===== config.mk =====
export PLATFORM = sky130hd
export DESIGN_NAME = cot_regs
export DESIGN_NICKNAME = d
export VERILOG_FILES = /design/src/include/cot_pkg.sv /design/src/verilog/cot_regs.sv
export SDC_FILE = /design/constraint.sdc
export NUM_CORES = 1
export LEC_CHECK = 0
export BUFFER_PORTS_ARGS = -buffer_cell sky130_fd_sc_hd__buf_2
export CAP_MARGIN = 30
export CORE_ASPECT_RATIO = 1.75
export CORE_MARGIN = 2
export CORE_UTILIZATION = 50
export DETAILED_ROUTE_END_ITERATION = 16
export PLACE_DENSITY_LB_ADDON = 0.2
export SLEW_MARGIN = 20
export SYNTH_ARGS = -nofsm -noshare
export SYNTH_HDL_FRONTEND = slang
export SYNTH_SLANG_ARGS = --single-unit

===== constraint.sdc =====
create_clock -name sys_clk -period 2.05 [get_ports sys_clk]
set_clock_uncertainty 0.05 [all_clocks]
set_input_delay 0.1025 -clock sys_clk [delete_from_list [all_inputs] [get_ports sys_clk]]
set_output_delay 0.1025 -clock sys_clk [all_outputs]
set_load 0.005 [all_outputs]

===== src/include/cot_pkg.sv =====
// Constants and types for the converter offset trim register bank
package cot_pkg;
  localparam int ADDR_W   = 12;
  localparam int DATA_W   = 8;
  localparam int TRIM_W   = 12;
  localparam int REG_W    = 16;
  localparam int N_TRIM   = 3;
  // Trim register slots
  localparam int SLOT_C1B = 0;
  localparam int SLOT_C2A = 1;
  localparam int SLOT_C2B = 2;
  // Byte addresses; each trim takes a low byte and the next high byte
  localparam logic [ADDR_W-1:0] ADDR_C1B_LO = 12'h090;
  localparam logic [ADDR_W-1:0] ADDR_C2A_LO = 12'h092;
  localparam logic [ADDR_W-1:0] ADDR_C2B_LO = 12'h094;
  localparam logic [ADDR_W-1:0] ADDR_FILT0  = 12'h097;
  localparam logic [N_TRIM-1:0][ADDR_W-1:0] TRIM_BASE = {ADDR_C2B_LO, ADDR_C2A_LO, ADDR_C1B_LO};
  localparam logic [ADDR_W-1:0] ADDR_HI_STEP = 12'h001;
  // Field layout and reset values
  localparam int TRIM_MSB   = 11;
  localparam int LO_MSB     = 7;
  localparam int HI_LSB     = 8;
  localparam int KEEP_DC_BIT = 0;
  localparam logic [3:0]        TRIM_RSV_RST = 4'h0;
  localparam logic [DATA_W-1:0] FILT0_RST    = 8'h00;
  localparam logic [DATA_W-1:0] RD_IDLE      = 8'h00;

  // Register port request
  typedef struct packed {
    logic [ADDR_W-1:0] addr;
    logic [DATA_W-1:0] wdata;
    logic              wr;
    logic              rd;
  } cot_bus_req_t;

  // Calibration engine status seen by the bank
  typedef struct packed {
    logic fg_busy;
    logic background_cal_enable;
    logic background_offset_cal_enable;
    logic offset_cal_enable;
    logic foreground_cal_done;
    logic cal_halted_flag;
  } cot_cal_status_t;

  // Factory trim values, one per slot
  typedef logic [N_TRIM-1:0][TRIM_W-1:0] cot_trim_bank_t;
endpackage : cot_pkg


===== src/verilog/cot_regs.sv =====
// Offset trim register bank with filter control and correction outputs
`timescale 1ns/1ns
module cot_regs (
  input  wire logic                        sys_clk,
  input  wire logic                        rst,
  input  wire cot_pkg::cot_bus_req_t       bus_req,
  output logic [cot_pkg::DATA_W-1:0]       rd_data,
  input  wire cot_pkg::cot_trim_bank_t     factory_trim,
  input  wire cot_pkg::cot_cal_status_t    cal_status,
  input  wire logic                        conv1_on_second,
  input  wire logic                        conv2_on_second,
  output logic [cot_pkg::TRIM_W-1:0]       conv1_corr,
  output logic                             conv1_corr_valid,
  output logic [cot_pkg::TRIM_W-1:0]       conv2_corr,
  output logic                             keep_dc_content,
  output logic                             trim_write_ok,
  output logic                             trim_read_ok
);
  import cot_pkg::*;

  logic [N_TRIM-1:0][REG_W-1:0] trim_reg;
  logic [N_TRIM-1:0][REG_W-1:0] trim_next;
  logic                         filt_reg;
  logic                         filt_next;
  logic [DATA_W-1:0]            rd_data_reg;
  logic [DATA_W-1:0]            rd_data_next;
  logic [TRIM_W-1:0]            c1_corr_reg;
  logic [TRIM_W-1:0]            c1_corr_next;
  logic                         c1_valid_reg;
  logic                         c1_valid_next;
  logic [TRIM_W-1:0]            c2_corr_reg;
  logic [TRIM_W-1:0]            c2_corr_next;
  logic                         wr_ok_reg;
  logic                         wr_ok_next;
  logic                         rd_ok_reg;
  logic                         rd_ok_next;

  // One trim register per slot, low and high byte decoded separately
  genvar gi;
  generate
    for (gi = 0; gi < N_TRIM; gi++) begin : g_trim
      always_comb begin
        trim_next[gi] = trim_reg[gi];
        if (rst) begin
          trim_next[gi] = {TRIM_RSV_RST, factory_trim[gi]};
        end else if (bus_req.wr && bus_req.addr == TRIM_BASE[gi]) begin
          trim_next[gi][LO_MSB:0] = bus_req.wdata;
        end else if (bus_req.wr && bus_req.addr == TRIM_BASE[gi] + ADDR_HI_STEP) begin
          trim_next[gi][REG_W-1:HI_LSB] = bus_req.wdata;
        end
      end

      always_ff @(posedge sys_clk) begin
        trim_reg[gi] <= trim_next[gi];
      end
    end
  endgenerate

  // Offset filter control, only bit 0 is stored
  always_comb begin
    filt_next = filt_reg;
    if (rst) begin
      filt_next = FILT0_RST[KEEP_DC_BIT];
    end else if (bus_req.wr && bus_req.addr == ADDR_FILT0) begin
      filt_next = bus_req.wdata[KEEP_DC_BIT];
    end
  end

  always_ff @(posedge sys_clk) begin
    filt_reg <= filt_next;
  end

  // Read decode; data stands only in the cycle after the strobe
  always_comb begin
    rd_data_next = RD_IDLE;
    if (!rst && bus_req.rd) begin
      for (int i = 0; i < N_TRIM; i++) begin
        if (bus_req.addr == TRIM_BASE[i]) begin
          rd_data_next = trim_reg[i][LO_MSB:0];
        end
        if (bus_req.addr == TRIM_BASE[i] + ADDR_HI_STEP) begin
          rd_data_next = trim_reg[i][REG_W-1:HI_LSB];
        end
      end
      if (bus_req.addr == ADDR_FILT0) begin
        rd_data_next = FILT0_RST;  // Reserved bits read zero
        rd_data_next[KEEP_DC_BIT] = filt_reg;
      end
    end
  end

  always_ff @(posedge sys_clk) begin
    rd_data_reg <= rd_data_next;
  end

  // Correction selection by the input each converter samples
  always_comb begin
    c1_corr_next  = {TRIM_W{1'b0}};
    c1_valid_next = 1'b0;
    c2_corr_next  = {TRIM_W{1'b0}};
    if (!rst) begin
      c1_valid_next = conv1_on_second;
      if (conv1_on_second) begin
        c1_corr_next = trim_reg[SLOT_C1B][TRIM_MSB:0];
      end
      c2_corr_next = conv2_on_second ? trim_reg[SLOT_C2B][TRIM_MSB:0]
                                     : trim_reg[SLOT_C2A][TRIM_MSB:0];
    end
  end

  always_ff @(posedge sys_clk) begin
    c1_corr_reg  <= c1_corr_next;
    c1_valid_reg <= c1_valid_next;
    c2_corr_reg  <= c2_corr_next;
  end

  // Access windows the host is expected to honour
  always_comb begin
    wr_ok_next = 1'b0;
    rd_ok_next = 1'b0;
    if (!rst) begin
      wr_ok_next = !cal_status.fg_busy
                   && !(cal_status.background_cal_enable
                        && cal_status.background_offset_cal_enable);
      if (cal_status.offset_cal_enable && !cal_status.background_offset_cal_enable) begin
        rd_ok_next = cal_status.foreground_cal_done;
      end else if (cal_status.background_cal_enable
                   && cal_status.background_offset_cal_enable) begin
        rd_ok_next = cal_status.cal_halted_flag;
      end else begin
        rd_ok_next = 1'b1;
      end
    end
  end

  always_ff @(posedge sys_clk) begin
    wr_ok_reg <= wr_ok_next;
    rd_ok_reg <= rd_ok_next;
  end

  // Output drive
  assign rd_data          = rd_data_reg;
  assign conv1_corr       = c1_corr_reg;
  assign conv1_corr_valid = c1_valid_reg;
  assign conv2_corr       = c2_corr_reg;
  assign keep_dc_content  = filt_reg;
  assign trim_write_ok    = wr_ok_reg;
  assign trim_read_ok     = rd_ok_reg;
endmodule : cot_regs


==> implementation parameters, run 1 <==
Parameter                              Value

Place
  Instance area at placement ... 4130 um^2
  Half-perimeter wire length after placement ... 6180 um
  Gp weighted congestion ... 0.845
  Total of buffers placed on input and output ports ... 103

Power and ir drop
  Final total power ... 3900 uW
  IR Drop Worst-Case VDD ... 0.000529 V
  Share of power burned in combinational logic ... 10.7%
  Internal power ... 3050 uW
  LEAKAGE ... 0.00222 uW
  Clock group share of total power ... 40.4%
  Power Dens Cells ... 834 nW/um^2
  Power share of the sequential group ... 48.8%
  Power spent charging and discharging nets ... 857 uW
  Net switching fraction of the power ... 22.0%

Clock network
  Sink count of the clock tree ... 84
  Count of hold buffers inserted by post-cts repair ... 26
  Post-cts gate resize count ... 0
  H-tree levels ... 3
  CTS tree ... built
  Clock latency at the later pin of the worst-skew pair ... 340 ps
  Number of buffers inserted by post-CTS setup repair ... 0
  Clk pin slew, worst setup/hold paths ... 60 ps
  Clock root buffer master ... clkbuf_16
  Clock Path Buffers ... 2
  Total clock buffers created by CTS ... 9

Worst hold path
  Worst Hold Path EP ... trim_reg[15]$_SDFFE_PP0P_
  Kind of path behind the tightest hold check ... primary input to flip-flop
  Hold Path Stages ... 3
  Worst Hold Launch ... bus_req[9]

Setup path
  Crit Path Max Fanout ... 8
  Data required time at the worst endpoint ... 2020 ps
  Nature of the critical path startpoint ... primary input
  Worst reg2reg endpoint ... rd_data[0]$_SDFF_PN0_
  Arr. time, crit path ... 1330 ps
  Depth of the most critical reg-to-reg path ... 4
  Worst flop-to-flop path startpoint ... trim_reg[8]$_DFFE_PP_
  Crit Path Class ... primary input to flip-flop
  Setup crit end kind ... flip-flop
  Slack of the worst reg-to-reg path ... 770 ps

Global route
  Maximum number of pins on one net before global-route repair ... 29
  Number of global-route vias before repair ... 2815
  Remaining Overflow, GRT ... 0
  Wire length of the first global-routing pass ... 13900 um
  Peak-usage layer in the global routing report ... met2
  Global Route met2 Usage ... 42.2%
  Global routing usage summed across all routing layers ... 25.0%
  GR Layer Usage met1 ... 28.7%
  Number of antenna violations at the first check in global routing ... 0
  Global-route met3 utilization ... 5.21%

Synth
  Most instantiated library cell after synthesis ... nand2_1
  Top cell types by occurrence after synthesis ... nand2_1, dfxtp_1, edfxtp_1
  Number of synthesized flops with an enable pin ... 36
  Synthesized net count ... 393
  Area share of the largest cell type after synthesis ... 30.9%
  Library cells used by synthesis ... 34
  Gate Count Post-Synth ... 325
  Share of the yosys chip area belonging to registers ... 58.3%
  Post-synthesis async set-or-reset flop share ... 0%
  Register bit count reported by yosys ... 84
  Post-Syn Area ... 3500 um^2
  Avg Inst Size Synth ... 10.8 um^2
  Synth warn ... 0
  Most common flop cell mapped by yosys ... dfxtp_1
  Most area-consuming cells after synthesis ... edfxtp_1, dfxtp_1, mux2i_1
  Post-synth top area cell ... edfxtp_1

Floorplan
  Top Ports ... 104
  Core region area ... 6810 um^2
  Number of placement rows ... 40
  Effective utilization at floorplan ... 51.4%
  Die Outline Area ... 7710 um^2
  Die height ... 115 um
  Die width ... 67.2 um

Routing
  Routed via count divided by cell count ... 5.22
  Vias ... 2843
  Number of design-rule violations left by the first detailed-router iteration ... 174
  Final routed DRC violation total ... 0
  Final wirelength ... 8670 um
  First-pass iteration count of the detailed router ... 5
  Post-route antenna net violation count ... 0
  Routed wire per std cell ... 15.9 um

Timing
  Tmin final ... 1360 ps
  RSZ-0062 raised after global routing ... false
  Slew at the pin closest to its max-slew limit ... 656 ps
  Sum of negative setup slack ... 0 ps
  Relative slew slack ... 56.2%
  Fmax achieved ... 0.733 GHz
  Worst slack on hold paths ... -0.528 ps
  Period utilization ... 66.6%
  Pins over their slew limit ... 0
  Count of endpoints failing setup in the final report ... 0
  Final number of hold-violating endpoints ... 1

Cells and area
  Flip-flop count of the largest register, all copies and words added ... 48
  # nets final ... 524
  Signed area change from the synthesized netlist to the final layout ... 33.7%
  Final antenna diode count ... 0
  Design Area, Final ... 4680 um^2
  Number of filler instances in the final layout ... 560
  Fraction of layout instances using a drive strength above 1 ... 29.9%
  Sequential cell area ... 2040 um^2
  End-of-flow core utilization ... 68.7%
  Total area of multi-input combinational cells ... 1370 um^2

Job
  Count of maximum capacitance violations ... 0

Outcome
  Run status ... finished, violations left
  Violated checks ... negative hold slack
logic make-up after synthesis:
| kind of cell | count (synthesis) | share of synthesized area, % |
|---|---|---|
| flip-flops | 84 | 58.3 |
| AO/OA/AOI/OAI | 26 | 5.04 |
| AND/OR/NAND/NOR | 155 | 21.7 |
| buffers and inverters | 22 | 2.50 |
| multiplexers | 38 | 12.4 |
cell usage in the layout (no fill, tap or decap), types with 4 or more instances in the layout:
cell type        n
buf_4            8
and2_1          12
mux4_2           4
nand2_1         77
buf_2          103
nor3_1           6
nor2_1          31
mux2i_1         30
edfxtp_1        36
a211oi_1         5
clkbuf_16        9
nand2b_1        10
dfxtp_1         48
o31ai_1          4
mux2_2           4
dlygate4sd3_1   26
a21oi_1          8
worst max path at each step:
stage                 from  cells past startpoint                endpoint  slack (ps)
2_1_floorplan  bus_req[12]                      5  trim_reg[40]$_DFFE_PP_         560
3_3_place_gp   bus_req[16]                      6  trim_reg[18]$_DFFE_PP_         400
3_5_place_dp   bus_req[18]                      6  trim_reg[18]$_DFFE_PP_         330
4_1_cts        bus_req[18]                      6  trim_reg[21]$_DFFE_PP_         680
5_1_grt        bus_req[18]                      5   rd_data[2]$_SDFF_PP0_         560
6_report       bus_req[16]                      6  trim_reg[23]$_DFFE_PP_         690
layer usage:
| metal | vias to the layer above | wire length, um |
|---|---|---|
| met1 | 1316 | 3330 |
| met3 | 19 | 544 |
| met2 | 125 | 4550 |
| met5 | - | 0 |
| li1 | 1383 | - |
| met4 | 0 | 240 |
critical path: stages:
cell and delay, ps:
buf_2 120, nor4b_4 360, nand3b_2 140, buf_4 180
nor2_1 80, a31o_2 340
power groups by stage:
stage | combinational [uW] | clock (uW) | sequential (uW)
floorplan | 204 | 0 | 1930
global placement | 372 | 0 | 1940
detailed placement | 378 | 0 | 1940
CTS | 418 | 1600 | 1910
global route | 464 | 1660 | 1920
finish | 419 | 1580 | 1910
metrics by stage:
| step | cells | setup WS [ps] | hold WS (ps) |
|---|---|---|---|
| floorplan | 325 | 556 | 131 |
| global placement | 503 | 404 | 215 |
| detailed placement | 503 | 330 | 222 |
| CTS | 545 | 684 | 0.185 |
| global route | 545 | 563 | 8.00 |
| finish | 545 | 686 | -0.528 |
layout make-up:
type                       instances  share of cell area (%)
sequential                        84                    43.6
tap                               84                    2.25
clock buffer                      13                    5.35
clock inverter                     3                   0.856
multi-input combinational        219                    29.3
timing repair buffer             138                    18.3
inverter                           4                   0.321
(Power assumes the default switching activity.)
==> run 2: changes to the inputs <==
--- a/config.mk
+++ b/config.mk
@@ -9,7 +9,7 @@
 export CAP_MARGIN = 30
 export CORE_ASPECT_RATIO = 1.75
 export CORE_MARGIN = 2
-export CORE_UTILIZATION = 50
+export CORE_UTILIZATION = 46
 export DETAILED_ROUTE_END_ITERATION = 16
 export PLACE_DENSITY_LB_ADDON = 0.2
 export SLEW_MARGIN = 20
==> constraint.sdc (replaced) <==
create_clock -name sys_clk -period 1.2 [get_ports sys_clk]
set_clock_uncertainty 0.05 [all_clocks]
set_input_delay 0.06 -clock sys_clk [delete_from_list [all_inputs] [get_ports sys_clk]]
set_output_delay 0.06 -clock sys_clk [all_outputs]
set_load 0.005 [all_outputs]
==> implementation parameters, run 2 (synthesis gave the netlist of run 1 again) <==
Parameter                              Value

Outcome
  Run status ... finished, violations left
  Violated checks ... negative setup slack

Floorplan
  Core region area ... 7460 um^2 (+9.6%)
  Die height ... 119 um (+4.1%)
  Die Outline Area ... 8350 um^2 (+8.3%)
  Die width ... 69.9 um (+4.0%)
  Number of placement rows ... 42 (+5.0%)
  Effective utilization at floorplan ... 46.9% (-4.5 points)
  Top Ports ... 104 (unchanged)

Global route
  Maximum number of pins on one net before global-route repair ... 31 (+6.9%)
  Number of antenna violations at the first check in global routing ... 0 (unchanged)
  Remaining Overflow, GRT ... 0 (unchanged)
  Global routing usage summed across all routing layers ... 23.8% (-1.3 points)
  Wire length of the first global-routing pass ... 15200 um (+9.9%)
  Number of global-route vias before repair ... 3192 (+13%)

Cells and area
  Design Area, Final ... 5250 um^2 (+12%)
  Sequential cell area ... 2040 um^2 (unchanged)
  Fraction of layout instances using a drive strength above 1 ... 35.8% (+5.8 points)
  Most frequent cells in the layout ... buf_2, nand2_1, dfxtp_1
  End-of-flow core utilization ... 70.4% (+1.7 points)
  # nets final ... 572 (+9.2%)
  Total area of multi-input combinational cells ... 1460 um^2 (+6.8%)
  Final antenna diode count ... 0 (unchanged)
  Number of filler instances in the final layout ... 532 (-5.0%)
  Signed area change from the synthesized netlist to the final layout ... 50.1%
  Commonest non-fill, non-tap cell in the layout ... buf_2
  Flip-flop count of the largest register, all copies and words added ... 48 (unchanged)

Routing
  Routed wire per std cell ... 15.7 um (-1.1%)
  First-pass iteration count of the detailed router ... 4 (-1)
  Vias ... 2991 (+5.2%)
  Routed via count divided by cell count ... 5.01 (-4.0%)
  Final wirelength ... 9390 um (+8.3%)
  Post-route antenna net violation count ... 0 (unchanged)
  Final routed DRC violation total ... 0 (unchanged)
  Number of design-rule violations left by the first detailed-router iteration ... 161 (-7.5%)

Timing
  Period utilization ... 105%
  RSZ-0062 raised after global routing ... true
  Tmin final ... 1260 ps
  Slew at the pin closest to its max-slew limit ... 653 ps (-3.74 ps)
  Fmax achieved ... 0.794 GHz
  Final setup margin ... -60.0 ps (-746 ps)
  Count of endpoints failing setup in the final report ... 12 (+12)
  Final number of hold-violating endpoints ... 0 (-1)
  Pins over their slew limit ... 0 (unchanged)
  Relative slew slack ... 56.4% (+0.25 points)

Power and ir drop
  IR Drop Worst-Case VDD ... 0.000850 V (+61%)
  LEAKAGE ... 0.00250 uW (+13%)
  Final total power ... 6920 uW (+77%)
  Power Dens Cells ... 1320 nW/um^2 (+58%)

Place
  Post-place setup slack ... -403 ps (-732 ps)
  Total of buffers placed on input and output ports ... 103 (unchanged)
  Gp weighted congestion ... 0.815 (-3.5%)
  Half-perimeter wire length after placement ... 6530 um (+5.7%)
  Instance area at placement ... 4350 um^2 (+5.3%)

Setup path
  Critical path depth in cells ... 4 (-2)
  Buf+Inv Stages, Crit Path ... 0 (-2)
  Crit Path Max Fanout ... 2 (-6)
  Ordered list of cells on the worst path ... mux2_2 > o32ai_2 > a221o_1 > a21oi_2
  CP delay by family, top ... flip-flops
  End of the critical path ... rd_data[0]$_SDFF_PN0_
  Worst reg2reg endpoint ... rd_data[0]$_SDFF_PN0_
  Setup crit end kind ... flip-flop
  Nature of the critical path startpoint ... flip-flop
  Worst flop-to-flop path startpoint ... trim_reg[0]$_DFFE_PP_
  Depth of the most critical reg-to-reg path ... 4 (unchanged)
  Worst path slowest cell ... edfxtp_1
  Crit Path Class ... flip-flop to flip-flop
  Slack of the worst reg-to-reg path ... -60 ps (-830 ps)
  Slowest Stage Delay on Critical Path ... 410 ps (+50 ps)
  CP Launch Point ... trim_reg[0]$_DFFE_PP_
  Arr. time, crit path ... 1440 ps (+110 ps)
  Data required time at the worst endpoint ... 1380 ps (-640 ps)

Clock network
  Clock Path Buffers ... 2 (unchanged)
  Total clock buffers created by CTS ... 9 (unchanged)
  Clock latency at the later pin of the worst-skew pair ... 340 ps (about the same)
  H-tree levels ... 3 (unchanged)
  Clock root buffer master ... clkbuf_16
  CTS tree ... built
  Sink count of the clock tree ... 84 (unchanged)
  Clk pin slew, worst setup/hold paths ... 60 ps (about the same)

Worst hold path
  Kind of path behind the tightest hold check ... primary input to flip-flop
  Hold Path Stages ... 3 (unchanged)

Job
  Count of maximum capacitance violations ... 0 (unchanged)
-- run 2: cell count changes in the layout (fill, tap and decap cells not counted), moves of 2 or more --
cell           before  now
dlygate4sd3_1      26   46
clkbuf_1            3    1
buf_2             103   99
a21oi_2             0    8
buf_4               8   31
a31o_2              2    0
a21oi_1             8    0
nor3_1              6    4
nand2b_1           10    8
buf_6               0    8
a31o_4              0    2
-- run 2: per-layer routing --
layer	GRT usage (%)	up-vias	part of all wire, %
met2	42.6	110	53
met5	0	-	0
met1	26.4	1378	38
li1	-	1488	-
met3	5.84	15	6.2
met4	9.86	0	2.1
-- run 2: worst min-delay path by stage --
stage | start | end | slack, ps
6_report | bus_req[5] | trim_reg[19]$_DFFE_PP_ | 70
5_1_grt | bus_req[5] | trim_reg[27]$_DFFE_PP_ | 90
4_1_cts | bus_req[3] | trim_reg[41]$_DFFE_PP_ | 60
3_5_place_dp | cal_status[5] | trim_write_ok$_SDFF_PP0_ | 180
3_3_place_gp | cal_status[5] | trim_write_ok$_SDFF_PP0_ | 170
2_1_floorplan | cal_status[5] | trim_write_ok$_SDFF_PP0_ | 90
-- run 2: area by class of cell --
type	count	share of cell area, %
inverter	4	0.286
sequential	84	38.9
clock buffer	12	4.88
tap	88	2.10
clock inverter	4	0.905
timing repair buffer	186	25.1
multi-input combinational	219	27.9
-- run 2: what timing repair did --
action,CTS,global route
setup buffers,5,1
gates cloned,0,0
pin swaps,8,9
resized for setup,7,12
hold buffers,46,0
hold endpoints to repair,48,0
endpoints found under the setup margin,28,44
-- run 2: worst register-to-register path: stages (launching register included) --
cell	delay, ps
edfxtp_1	410
mux2_2	290
o32ai_2	190
a221o_1	160
a21oi_2	50
-- run 2: through the flow --
stage / instances / hold WS (ps) / TNS [ps]
after global placement: 529 / 174 / -14570
after global routing: 597 / 90.3 / -1150
after detailed placement: 529 / 184 / -17400
after floorplan: 325 / 88.5 / -5000
after CTS: 596 / 55.7 / -193
final: 597 / 70.6 / -348
-- run 2: power by group --
part | internal (uW) | leakage [uW] | switching (uW)
sequential | 3180 | 0.000744 | 78.2
clock | 1720 | 0.000150 | 1060
combinational | 478 | 0.00160 | 399
